$ cat src/hw/dmg_defines.svh
// register offsets, field positions, masks and reset values of the doze and gating block
`ifndef DMG_DEFINES_SVH
`define DMG_DEFINES_SVH

// byte addresses of the register words
`define DMG_OFF_CLK_DIV    8'h00
`define DMG_OFF_GATE1      8'h04
`define DMG_OFF_GATE2      8'h08
`define DMG_OFF_GATE3      8'h0C
`define DMG_OFF_GATE4      8'h10
`define DMG_OFF_FUNC_EN    8'h14
`define DMG_OFF_IDLE_STOP  8'h18
`define DMG_OFF_STATUS     8'h1C

// clock divider register fields
`define DMG_IRQ_FULL_BIT   15
`define DMG_RATIO_MSB      14
`define DMG_RATIO_LSB      12
`define DMG_DOZE_EN_BIT    11

// implemented bits of each register word
`define DMG_CLK_DIV_MASK   32'h0000_F800
`define DMG_GATE1_MASK     32'h0000_38E9
`define DMG_GATE2_MASK     32'h0000_0101
`define DMG_GATE3_MASK     32'h0000_0680
`define DMG_GATE4_MASK     32'h0000_001E
`define DMG_FUNC_EN_MASK   32'h0001_F4FF
`define DMG_IDLE_MASK      32'h0001_FFFF

// reset values
`define DMG_CLK_DIV_RST    32'h0000_0000
`define DMG_GATE_RST       32'h0000_0000
`define DMG_FUNC_EN_RST    32'h0000_0000
`define DMG_IDLE_RST       32'h0000_0000

// number of gated peripheral modules
`define DMG_NMOD           17

`endif

$ cat src/hw/dmg_pkg.sv
// types shared by the doze and module gating block
package dmg_pkg;

  // per-module control bundle driven to one peripheral
  typedef struct packed {
    logic reg_clk_en;  // clock of the module's registers
    logic func_run;    // clock of the module's function
    logic rst;         // module held in reset
    logic wr_block;    // writes to the module's registers ignored
  } dmg_mod_ctl_t;

  // doze settings carried from the register file to the divider
  typedef struct packed {
    logic       enable;
    logic [2:0] ratio;
  } dmg_doze_t;

  // bus slave phase
  typedef enum logic [0:0] {
    DMG_BUS_WAIT,
    DMG_BUS_ANSWER
  } dmg_bus_st_t;

endpackage

$ cat src/hw/dmg_doze_div.sv
// cpu clock enable divider for doze operation
`timescale 1ns/10ps
module dmg_doze_div (
  // clock and reset
  input  wire logic              mclk_i,
  input  wire logic              reset_i,
  // settings
  input  wire dmg_pkg::dmg_doze_t doze_i,
  // cpu clock enable and the ratio now in force
  output logic                   cpu_tick_o,
  output logic [2:0]             active_ratio_o
);

  logic [6:0] cnt_q;
  logic [6:0] limit;
  logic       wrap;

  // the cpu tick is a one-cycle enable of the peripheral clock, so it never glitches
  assign limit = 7'((8'h01 << active_ratio_o) - 8'h01);
  assign wrap  = (cnt_q == limit);

  // ratio is only taken at a wrap so a period is never cut short; leaving doze is at once
  always_ff @(posedge mclk_i or posedge reset_i) begin
    if (reset_i) begin
      active_ratio_o <= 3'h0;
    end else if (!doze_i.enable) begin
      active_ratio_o <= 3'h0;
    end else if (wrap) begin
      active_ratio_o <= doze_i.ratio;
    end
  end

  // period counter running on every peripheral clock edge
  always_ff @(posedge mclk_i or posedge reset_i) begin
    if (reset_i) begin
      cnt_q <= 7'h00;
    end else if (!doze_i.enable || wrap) begin
      cnt_q <= 7'h00;
    end else begin
      cnt_q <= 7'(cnt_q + 7'h01);
    end
  end

  // tick marks the peripheral edge that is also a cpu edge
  always_ff @(posedge mclk_i or posedge reset_i) begin
    if (reset_i) begin
      cpu_tick_o <= 1'b0;
    end else begin
      cpu_tick_o <= wrap || !doze_i.enable;
    end
  end

  // full speed means a tick on every edge
  full_speed_a: assert property (@(posedge mclk_i) disable iff (reset_i)
    (active_ratio_o == 3'h0 && !doze_i.enable) |=> cpu_tick_o)
    else $error("cpu tick missing at full speed");

  // with a ratio above one, ticks never come back to back
  slow_spacing_a: assert property (@(posedge mclk_i) disable iff (reset_i)
    (cpu_tick_o && doze_i.enable && $stable(doze_i.enable) && active_ratio_o != 3'h0
     && $past(active_ratio_o) != 3'h0) |=> !cpu_tick_o)
    else $error("cpu ticks too close while dozing");

endmodule

$ cat src/hw/dmg_gate_cell.sv
// per-module clock, reset and write gating
`timescale 1ns/10ps
module dmg_gate_cell (
  // clock and reset
  input  wire logic               mclk_i,
  input  wire logic               reset_i,
  // controls for this module
  input  wire logic               gate_i,
  input  wire logic               func_en_i,
  input  wire logic               stop_idle_i,
  input  wire logic               idle_i,
  // gated controls to the module
  output dmg_pkg::dmg_mod_ctl_t   ctl_o
);

  // gate cuts every clock; enable and idle stop only the function
  always_ff @(posedge mclk_i or posedge reset_i) begin
    if (reset_i) begin
      ctl_o <= '{reg_clk_en: 1'b1, func_run: 1'b0, rst: 1'b1, wr_block: 1'b1};
    end else begin
      ctl_o.reg_clk_en <= !gate_i;
      ctl_o.func_run   <= !gate_i && func_en_i && !(idle_i && stop_idle_i);
      ctl_o.rst        <= gate_i;
      ctl_o.wr_block   <= gate_i;
    end
  end

endmodule

$ cat src/hw/dmg_top.sv
// doze divider, module gating and their apb register file
//
// Notes on behaviour
// - slowdown enable bit 11 starts doze
// - ratio bits 14:12 pick 1:1..1:128, reset 1:1
// - system and peripheral clocks unchanged while dozing
// - cpu clock stays aligned with peripheral clock
// - bit 15 set: interrupt restores full speed
// - bit 15 clear: interrupts leave doze alone
// - gate bit cuts all module clocks
// - gated module ignores writes, reads undefined
// - function enable off keeps registers accessible
// - capture, compare, calendar lack function enable
// - module runs in idle unless stop bit
// - gate1 bits 7,6,5,3,0 gate serial and converter
// - gate2 bit 8 capture, bit 0 compare
// - gate4 bits 4..1 eeprom, refclk, ctmu, detector
//
// The register offsets and the APB register port were chosen for this implementation.
`timescale 1ns/10ps
`include "dmg_defines.svh"
module dmg_top #(
  parameter int ADDR_W = 8
) (
  // clock and reset
  input  wire logic                  mclk_i,
  input  wire logic                  reset_i,
  // apb slave
  input  wire logic                  psel,
  input  wire logic                  penable,
  input  wire logic                  pwrite,
  input  wire logic [ADDR_W-1:0]     paddr,
  input  wire logic [31:0]           pwdata,
  output logic [31:0]                prdata,
  output logic                       pready,
  output logic                       pslverr,
  // system events on the same clock
  input  wire logic                  irq_event_i,
  input  wire logic                  idle_i,
  // clock outputs
  output logic                       cpu_tick_o,
  output logic                       periph_tick_o,
  // per-module controls
  output dmg_pkg::dmg_mod_ctl_t      mod_ctl_o [`DMG_NMOD]
);

  localparam int NMOD = `DMG_NMOD;

  // register words
  logic [31:0]            clk_div_q;
  logic [31:0]            gate1_q;
  logic [31:0]            gate2_q;
  logic [31:0]            gate3_q;
  logic [31:0]            gate4_q;
  logic [31:0]            func_en_q;
  logic [31:0]            idle_stop_q;
  logic [31:0]            status;
  logic [31:0]            rd_data;
  logic                   rd_hit;
  logic                   wr_fire;
  logic [7:0]             addr8;
  logic [NMOD-1:0]        gate_vec;
  logic [2:0]             active_ratio;
  dmg_pkg::dmg_doze_t     doze;
  dmg_pkg::dmg_bus_st_t   bus_st_q;

  assign addr8   = 8'(paddr);
  // a write lands only at the edge where the master sees pready
  assign wr_fire = psel && penable && pwrite && (bus_st_q == dmg_pkg::DMG_BUS_ANSWER) && rd_hit;

  // address decode and read mux; unimplemented bits are masked to zero
  always_comb begin
    rd_hit  = 1'b1;
    rd_data = 32'h0000_0000;
    case (addr8)
      `DMG_OFF_CLK_DIV:   rd_data = clk_div_q & `DMG_CLK_DIV_MASK;
      `DMG_OFF_GATE1:     rd_data = gate1_q & `DMG_GATE1_MASK;
      `DMG_OFF_GATE2:     rd_data = gate2_q & `DMG_GATE2_MASK;
      `DMG_OFF_GATE3:     rd_data = gate3_q & `DMG_GATE3_MASK;
      `DMG_OFF_GATE4:     rd_data = gate4_q & `DMG_GATE4_MASK;
      `DMG_OFF_FUNC_EN:   rd_data = func_en_q & `DMG_FUNC_EN_MASK;
      `DMG_OFF_IDLE_STOP: rd_data = idle_stop_q & `DMG_IDLE_MASK;
      `DMG_OFF_STATUS:    rd_data = status;
      default:            rd_hit  = 1'b0;
    endcase
  end

  // status shows what the divider is really doing, which lags a ratio write
  assign status = {28'h000_0000, (active_ratio != 3'h0), active_ratio};

  // bus phase: one wait cycle in the access phase, then the answer
  always_ff @(posedge mclk_i or posedge reset_i) begin
    if (reset_i) begin
      bus_st_q <= dmg_pkg::DMG_BUS_WAIT;
    end else begin
      case (bus_st_q)
        dmg_pkg::DMG_BUS_WAIT: begin
          if (psel && penable) begin
            bus_st_q <= dmg_pkg::DMG_BUS_ANSWER;
          end
        end
        dmg_pkg::DMG_BUS_ANSWER: begin
          bus_st_q <= dmg_pkg::DMG_BUS_WAIT;
        end
        default: begin
          bus_st_q <= dmg_pkg::DMG_BUS_WAIT;
        end
      endcase
    end
  end

  // answer signals, all registered
  always_ff @(posedge mclk_i or posedge reset_i) begin
    if (reset_i) begin
      pready  <= 1'b0;
      pslverr <= 1'b0;
      prdata  <= 32'h0000_0000;
    end else if (psel && penable && bus_st_q == dmg_pkg::DMG_BUS_WAIT) begin
      pready  <= 1'b1;
      pslverr <= !rd_hit;
      prdata  <= pwrite ? 32'h0000_0000 : rd_data;
    end else begin
      pready  <= 1'b0;
      pslverr <= 1'b0;
      prdata  <= 32'h0000_0000;
    end
  end

  // clock divider register; a software write in the same cycle beats the interrupt clear
  always_ff @(posedge mclk_i or posedge reset_i) begin
    if (reset_i) begin
      clk_div_q <= `DMG_CLK_DIV_RST;
    end else if (wr_fire && addr8 == `DMG_OFF_CLK_DIV) begin
      clk_div_q <= pwdata & `DMG_CLK_DIV_MASK;
    end else if (irq_event_i && clk_div_q[`DMG_IRQ_FULL_BIT]) begin
      clk_div_q[`DMG_DOZE_EN_BIT] <= 1'b0;
    end
  end

  // gate registers; held at zero from reset so every module starts clocked
  always_ff @(posedge mclk_i or posedge reset_i) begin
    if (reset_i) begin
      gate1_q <= `DMG_GATE_RST;
      gate2_q <= `DMG_GATE_RST;
      gate3_q <= `DMG_GATE_RST;
      gate4_q <= `DMG_GATE_RST;
    end else if (wr_fire) begin
      if (addr8 == `DMG_OFF_GATE1) begin
        gate1_q <= pwdata & `DMG_GATE1_MASK;
      end
      if (addr8 == `DMG_OFF_GATE2) begin
        gate2_q <= pwdata & `DMG_GATE2_MASK;
      end
      if (addr8 == `DMG_OFF_GATE3) begin
        gate3_q <= pwdata & `DMG_GATE3_MASK;
      end
      if (addr8 == `DMG_OFF_GATE4) begin
        gate4_q <= pwdata & `DMG_GATE4_MASK;
      end
    end
  end

  // function enable and idle stop words; absent enables are masked off
  always_ff @(posedge mclk_i or posedge reset_i) begin
    if (reset_i) begin
      func_en_q   <= `DMG_FUNC_EN_RST;
      idle_stop_q <= `DMG_IDLE_RST;
    end else if (wr_fire) begin
      if (addr8 == `DMG_OFF_FUNC_EN) begin
        func_en_q <= pwdata & `DMG_FUNC_EN_MASK;
      end
      if (addr8 == `DMG_OFF_IDLE_STOP) begin
        idle_stop_q <= pwdata & `DMG_IDLE_MASK;
      end
    end
  end

  // gate bit of each module, index order matches the module numbering
  assign gate_vec = {
    gate4_q[1], gate4_q[2], gate4_q[3], gate4_q[4],
    gate3_q[7], gate3_q[9], gate3_q[10],
    gate2_q[0], gate2_q[8],
    gate1_q[0], gate1_q[3], gate1_q[6], gate1_q[5], gate1_q[7],
    gate1_q[13], gate1_q[12], gate1_q[11]
  };

  // doze settings to the divider
  assign doze.enable = clk_div_q[`DMG_DOZE_EN_BIT];
  assign doze.ratio  = clk_div_q[`DMG_RATIO_MSB:`DMG_RATIO_LSB];

  dmg_doze_div u_div (
    .mclk_i         (mclk_i),
    .reset_i        (reset_i),
    .doze_i         (doze),
    .cpu_tick_o     (cpu_tick_o),
    .active_ratio_o (active_ratio)
  );

  // peripheral clock enable never slows, doze or not
  always_ff @(posedge mclk_i or posedge reset_i) begin
    if (reset_i) begin
      periph_tick_o <= 1'b0;
    end else begin
      periph_tick_o <= 1'b1;
    end
  end

  // one gate cell per module; modules with no enable run whenever ungated and not stopped in idle
  for (genvar m = 0; m < NMOD; m++) begin : g_mod
    localparam logic HAS_EN = 1'((`DMG_FUNC_EN_MASK >> m) & 32'h0000_0001);
    dmg_gate_cell u_cell (
      .mclk_i      (mclk_i),
      .reset_i     (reset_i),
      .gate_i      (gate_vec[m]),
      .func_en_i   (HAS_EN ? func_en_q[m] : 1'b1),
      .stop_idle_i (idle_stop_q[m]),
      .idle_i      (idle_i),
      .ctl_o       (mod_ctl_o[m])
    );
  end

  // the answer comes exactly one cycle after the access phase opens
  answer_delay_a: assert property (@(posedge mclk_i) disable iff (reset_i)
    (psel && penable && !pready && !$past(penable)) |=> pready)
    else $error("apb answer not one cycle after access start");

  // unmapped addresses answer with an error
  unmapped_err_a: assert property (@(posedge mclk_i) disable iff (reset_i)
    (psel && penable && !pready && !rd_hit) |=> (pready && pslverr))
    else $error("unmapped address without slave error");

  // reserved bits of the gate1, gate3 and function enable words stay zero
  reserved_zero_a: assert property (@(posedge mclk_i) disable iff (reset_i)
    ((gate1_q & ~`DMG_GATE1_MASK) == 32'h0000_0000) &&
    ((gate3_q & ~`DMG_GATE3_MASK) == 32'h0000_0000) &&
    ((func_en_q & ~`DMG_FUNC_EN_MASK) == 32'h0000_0000))
    else $error("reserved register bits set");

  // interrupt with return bit set drops doze one edge later
  irq_restore_a: assert property (@(posedge mclk_i) disable iff (reset_i)
    (irq_event_i && clk_div_q[`DMG_IRQ_FULL_BIT] && !wr_fire) |=> !clk_div_q[`DMG_DOZE_EN_BIT])
    else $error("interrupt did not restore full speed");

  // interrupt with return bit clear leaves doze settings unchanged
  irq_keep_a: assert property (@(posedge mclk_i) disable iff (reset_i)
    (irq_event_i && !clk_div_q[`DMG_IRQ_FULL_BIT] && !wr_fire) |=> $stable(clk_div_q))
    else $error("interrupt changed doze settings");

  // a written clock divider word lands on the answer edge
  div_write_a: assert property (@(posedge mclk_i) disable iff (reset_i)
    (wr_fire && addr8 == `DMG_OFF_CLK_DIV)
      |=> (clk_div_q == ($past(pwdata) & `DMG_CLK_DIV_MASK)))
    else $error("clock divider write lost");

  // a set timer gate holds that timer in reset two edges on
  timer_gate_a: assert property (@(posedge mclk_i) disable iff (reset_i)
    (gate1_q[11] && $past(gate1_q[11])) |-> (mod_ctl_o[0].rst && !mod_ctl_o[0].reg_clk_en))
    else $error("gated timer not in reset");

  // capture gate blocks writes and stops the function
  capture_gate_a: assert property (@(posedge mclk_i) disable iff (reset_i)
    (gate2_q[8] && $past(gate2_q[8])) |-> (mod_ctl_o[8].wr_block && !mod_ctl_o[8].func_run))
    else $error("gated capture still writable");

  // idle with the stop bit set halts the function but keeps register clock
  idle_stop_a: assert property (@(posedge mclk_i) disable iff (reset_i)
    (idle_i && idle_stop_q[4] && !gate_vec[4]) |=> (!mod_ctl_o[4].func_run
      && mod_ctl_o[4].reg_clk_en))
    else $error("idle stop not applied");

  // compare has no enable so ungated and not idle it runs
  no_enable_a: assert property (@(posedge mclk_i) disable iff (reset_i)
    (!gate_vec[9] && !idle_i) |=> mod_ctl_o[9].func_run)
    else $error("compare module not running while ungated");

  // enable off stops the function yet leaves registers reachable
  func_off_a: assert property (@(posedge mclk_i) disable iff (reset_i)
    (!func_en_q[6] && !gate_vec[6]) |=> (!mod_ctl_o[6].func_run && !mod_ctl_o[6].wr_block))
    else $error("disabled function blocked its registers");

  // a cpu tick is always on a peripheral tick
  tick_aligned_a: assert property (@(posedge mclk_i) disable iff (reset_i)
    cpu_tick_o |-> periph_tick_o)
    else $error("cpu tick off the peripheral grid");

  // the peripheral tick never drops once running
  periph_steady_a: assert property (@(posedge mclk_i) disable iff (reset_i)
    periph_tick_o |=> periph_tick_o)
    else $error("peripheral tick dropped");

  // setting the slowdown bit by software turns doze on
  doze_enter_a: assert property (@(posedge mclk_i) disable iff (reset_i)
    (wr_fire && addr8 == `DMG_OFF_CLK_DIV && pwdata[`DMG_DOZE_EN_BIT]) |=> doze.enable)
    else $error("slowdown write did not enable doze");

  // with doze off the divider drops back to full speed at once
  ratio_off_a: assert property (@(posedge mclk_i) disable iff (reset_i)
    !doze.enable |=> (active_ratio == 3'h0))
    else $error("ratio still in force while doze off");

  // the ratio in force only switches on a cpu edge, so no period is cut short
  ratio_switch_a: assert property (@(posedge mclk_i) disable iff (reset_i)
    $changed(active_ratio) |-> cpu_tick_o)
    else $error("ratio switched inside a cpu period");

  // an interrupt with the return bit clear keeps doze running
  irq_doze_kept_a: assert property (@(posedge mclk_i) disable iff (reset_i)
    (irq_event_i && !clk_div_q[`DMG_IRQ_FULL_BIT] && doze.enable && !wr_fire) |=> doze.enable)
    else $error("interrupt left doze without return bit");

  // a gated two-wire module refuses writes
  two_wire_gate_a: assert property (@(posedge mclk_i) disable iff (reset_i)
    (gate1_q[7] && $past(gate1_q[7])) |-> mod_ctl_o[3].wr_block)
    else $error("gated two-wire module still writable");

  // a gated converter is held in reset
  converter_gate_a: assert property (@(posedge mclk_i) disable iff (reset_i)
    (gate1_q[0] && $past(gate1_q[0])) |-> mod_ctl_o[7].rst)
    else $error("gated converter not in reset");

  // a gated compare module refuses writes
  compare_gate_a: assert property (@(posedge mclk_i) disable iff (reset_i)
    (gate2_q[0] && $past(gate2_q[0])) |-> mod_ctl_o[9].wr_block)
    else $error("gated compare module still writable");

  // a gated calendar stops and sits in reset
  calendar_gate_a: assert property (@(posedge mclk_i) disable iff (reset_i)
    (gate3_q[9] && $past(gate3_q[9])) |-> (mod_ctl_o[11].rst && !mod_ctl_o[11].func_run))
    else $error("gated calendar still running");

  // a gated voltage detector sits in reset
  detector_gate_a: assert property (@(posedge mclk_i) disable iff (reset_i)
    (gate4_q[1] && $past(gate4_q[1])) |-> mod_ctl_o[16].rst)
    else $error("gated voltage detector not in reset");

  // a gate cuts both clocks of the eeprom
  eeprom_clock_a: assert property (@(posedge mclk_i) disable iff (reset_i)
    gate_vec[13] |=> (!mod_ctl_o[13].reg_clk_en && !mod_ctl_o[13].func_run))
    else $error("gated eeprom still clocked");

  // idle without the stop bit keeps an enabled module running
  idle_run_a: assert property (@(posedge mclk_i) disable iff (reset_i)
    (idle_i && !idle_stop_q[1] && func_en_q[1] && !gate_vec[1]) |=> mod_ctl_o[1].func_run)
    else $error("module stopped in idle without stop bit");

endmodule

$ cat config.mk
export PLATFORM = sky130hd
export DESIGN_NAME = dmg_top
export DESIGN_NICKNAME = d
export VERILOG_FILES = /design/src/hw/dmg_pkg.sv /design/src/hw/dmg_doze_div.sv /design/src/hw/dmg_gate_cell.sv /design/src/hw/dmg_top.sv
export VERILOG_INCLUDE_DIRS = /design/src /design/src/hw
export SDC_FILE = /design/constraint.sdc
export NUM_CORES = 1
export LEC_CHECK = 0
export BUFFER_PORTS_ARGS = -buffer_cell sky130_fd_sc_hd__buf_2
export CAP_MARGIN = 20
export CORE_ASPECT_RATIO = 1.1
export CORE_MARGIN = 5
export CORE_UTILIZATION = 45
export DETAILED_ROUTE_END_ITERATION = 6
export GPL_TIMING_DRIVEN = 0
export PLACE_DENSITY = 0.7
export SLEW_MARGIN = 20
export SYNTH_ARGS = -nofsm -noshare
export SYNTH_HDL_FRONTEND = slang
export SYNTH_HIERARCHICAL = 1
export SYNTH_SLANG_ARGS = --single-unit
export TNS_END_PERCENT = 100
$ cat constraint.sdc
create_clock -name mclk_i -period 6.2 [get_ports mclk_i]
set_input_delay 0.31 -clock mclk_i [delete_from_list [all_inputs] [get_ports mclk_i]]
set_output_delay 0.31 -clock mclk_i [all_outputs]
set_load 0.05 [all_outputs]
==> summary.txt <==
Logic synthesis
  • Netlist cell types: 58
  • Ys Warns: 6
  • Register area share after synthesis: 59.8%
  • Avg Inst Size Synth: 12.9 um^2
  • Synthesized cell area: 5720 um^2
  • Yosys reg bits: 135
  • Mapped Cells: 443
  • EDFF count, synth: 0
  • Synth Flop Type: dfrtp_1
  • Asr flop ratio synth: 100%

Floorplan
  • I/O pins: 151
  • Die H: 128 um
  • Die footprint: 15100 um^2
  • Num rows: 43
  • Area of the core: 12500 um^2
  • Die W: 118 um
  • Initial Util: 45.7%

STA
  • Worst Slack Setup Final: 4.13 ns
  • Fin crit share: 33.5%
  • Max Slew Vio Count: 0
  • Clock skew: 0.00770 ns
  • FMAX: 482 MHz
  • Hold WS: -0.0148 ns
  • Worst Max-Slew Pin Slew: 0.992 ns
  • Final hold vios: 17
  • Fin Setup TNS: 0 ns
  • RSZ-0062 raised after global routing: no
  • Slew headroom: 33.3%
  • Final setup vio count: 0
  • Crit path time final: 2.07 ns

Outcome
  • Status: finished with violations
  • Failing checks: hold timing

Pwr
  • Sequential power share: 43.8%
  • Combinational Power Share: 4.5%
  • Switching power: 0.422 mW
  • Sw frac: 20.8%
  • Internal cell power: 1.61 mW
  • Worst vdd ir: 192 uV
  • Clock share of power: 51.7%
  • Pwr Total: 2.03 mW
  • PD cells: 280 nW/um^2
  • Static Leak: 3.73 nW

Clock tree
  • CTS root buffer: clkbuf_16
  • Setup bufs post-CTS: 0
  • CTS buffer count: 17
  • Worst-Skew Late Latency: 0.42 ns
  • # clock sinks: 135
  • Post-CTS Resized: 0
  • CTS clk-pin slew, worst paths: 0.06 ns
  • CTS max path bufs: 2
  • CTS tree: yes
  • H-tree Lvls: 4
  • Hold buffers post-CTS: 0

Final layout
  • Fillers: 1051
  • Share of layout cells above drive strength 1: 48.0%
  • Cell Count, Final, Fillers Out: 770
  • Area grow syn2layout: 26.5%
  • Antenna Cells: 0
  • Fin area: 7240 um^2
  • Final core occ: 57.7%
  • Final nets: 648
  • Most frequent cells in the layout: buf_2, dfrtp_1, mux2_2, inv_1
  • Most common cell after layout, fill and taps aside: buf_2

GRT
  • Initial antenna violation count: 1
  • Vias in the first global route: 4076
  • First-pass GRT wire length: 21700 um
  • Gr ovfl total: 0
  • Largest net degree at the start of global routing: 44
  • Tot GR Track Use: 18.4%

Routing
  • Wirelength per Cell: 17.5 um
  • Routed WL: 13500 um
  • Residual DRC: 0
  • Routed Antenna Nets: 0
  • Routed via count: 3877
  • Starting DRT DRC Count: 257
  • DRT Pass-1 Iters: 7
  • Vias/cell: 5.04

Critical path
  • WP data arrival: 2.37 ns
  • Setup crit end kind: register
  • Critical path class: register to register
  • Worst r2r src: bus_st_q$_DFF_PP0_
  • Critical path required time: 6.49 ns
  • Worst Path Max Fanout: 10
  • Setup crit start: bus_st_q$_DFF_PP0_
  • Startpoint types: register

Run
  • Maxcap violations: 0

Place
  • Placed Cells: 738
  • Worst slack, placed: 3.73 ns
  • Buffers on Ports: 120
  • Post-detail-place hpwl: 9840 um
  • Placer Congestion: 0.851
  • Dpl cell area: 6610 um^2

Worst hold path
  • HP Class: input port to async pin
## registers in the layout, indices dropped and copies added, names as in the netlist
signal,cells
gate1_q,8
periph_tick_o,1
gate2_q,2
idle_stop_q,17
u_div/cnt_q,7
bus_st_q,1
gate4_q,4
g_mod.u_cell/ctl_o,51
prdata,17
gate3_q,3
pslverr,1
func_en_q,14
u_div/cpu_tick_o,1
u_div/active_ratio_o,3
clk_div_q,5
## final cells by class
cell class                      instances  area [um^2]  share of cell area (%)
Inverter                               39          149                    2.06
Timing Repair Buffer                  121          621                    8.58
Multi-Input combinational cell        239         1860                    25.7
Clock buffer                           26          519                    7.17
Buffer                                 47          357                    4.93
Clock inverter                          6          111                    1.54
Tap cell                              157          196                    2.71
Sequential cell                       135         3420                    47.3
## power by group through the flow
stage / registers [mW] / clock network, mW / logic [mW]
after CTS: 0.887 / 1.07 / 0.0923
after detailed placement: 0.902 / 0 / 0.0923
after global placement: 0.902 / 0 / 0.0879
after floorplan: 0.910 / 0 / 0.0506
final: 0.887 / 1.05 / 0.0915
after global routing: 0.887 / 1.11 / 0.0999
## routing by layer
layer / global-route usage [%] / up-vias / routed length [um]
met3: 6.40 / 19 / 1090
met1: 21.9 / 1907 / 5260
met5: 0 / - / 5
met2: 31.3 / 168 / 6850
li1: - / 1781 / -
met4: 6.48 / 2 / 241
## cells in the mapped netlist, types with 2 or more instances
cell / number / area [um^2]
and3_1: 20 / 125
xor2_1: 4 / 35.0
mux2_1: 10 / 113
dfrtp_1: 101 / 2530
mux2_4: 10 / 150
and2_1: 2 / 12.5
nor3_1: 3 / 15.0
conb_1: 2 / 7.51
nand2_1: 31 / 116
xnor2_1: 2 / 17.5
buf_2: 4 / 20.0
nand4_1: 2 / 12.5
buf_4: 34 / 255
nor2b_4: 2 / 27.5
a22oi_1: 8 / 60.1
a21oi_1: 4 / 20.0
mux2_2: 38 / 428
clkbuf_1: 2 / 7.51
dfstp_2: 34 / 893
a21o_1: 2 / 15.0
a32oi_1: 2 / 17.5
nor2b_1: 2 / 12.5
a22o_1: 3 / 26.3
inv_1: 39 / 146
buf_6: 4 / 45.0
nand3_1: 6 / 30.0
o31ai_4: 2 / 42.5
and2b_1: 2 / 15.0
or2_2: 2 / 12.5
nor2_1: 27 / 101
nor4b_2: 2 / 30.0
mux2i_1: 4 / 40.0
a222oi_1: 8 / 80.1
## critical path: stages (launching register included)
cell	delay (ns)
dfrtp_1	0.38
nand2_1	0.06
or4_1	0.45
buf_2	0.22
nor2_4	0.27
buf_6	0.22
mux2_1	0.35
## worst paths after layout
path / to / slack (ns) / cells after the start
worst max-delay path: idle_stop_q[15]$_DFFE_PP0P_ / 4.13 / 6
max in group asynchronous: gate4_q[2]$_DFFE_PP0P_ / 5.49 / 3
min in group mclk_i: idle_stop_q[14]$_DFFE_PP0P_ / 0.14 / 2
worst max register to register: idle_stop_q[15]$_DFFE_PP0P_ / 4.13 / 6
worst min-delay path: g_mod[16].u_cell/ctl_o[2]$_DFF_PP0_ / -0.01 / 2
worst min register to register: g_mod[11].u_cell/ctl_o[1]$_DFF_PP1_ / 0.42 / 0
## kinds of logic (layout without fill, tap and decap cells)
group | count (synthesis) | count (layout) | share of synthesized area (%)
adders and majority gates | 1 | 1 | 0.219
DFF | 135 | 135 | 59.8
and+or+nand+nor | 112 | 112 | 11.0
muxes | 63 | 63 | 13.2
other | 2 | 19 | 0.131
AOI/OAI and AO/OA | 38 | 38 | 6.03
xor gates and xnor gates | 6 | 6 | 0.918
buffers and inverters | 86 | 239 | 8.79
(Power assumes the default switching activity.)
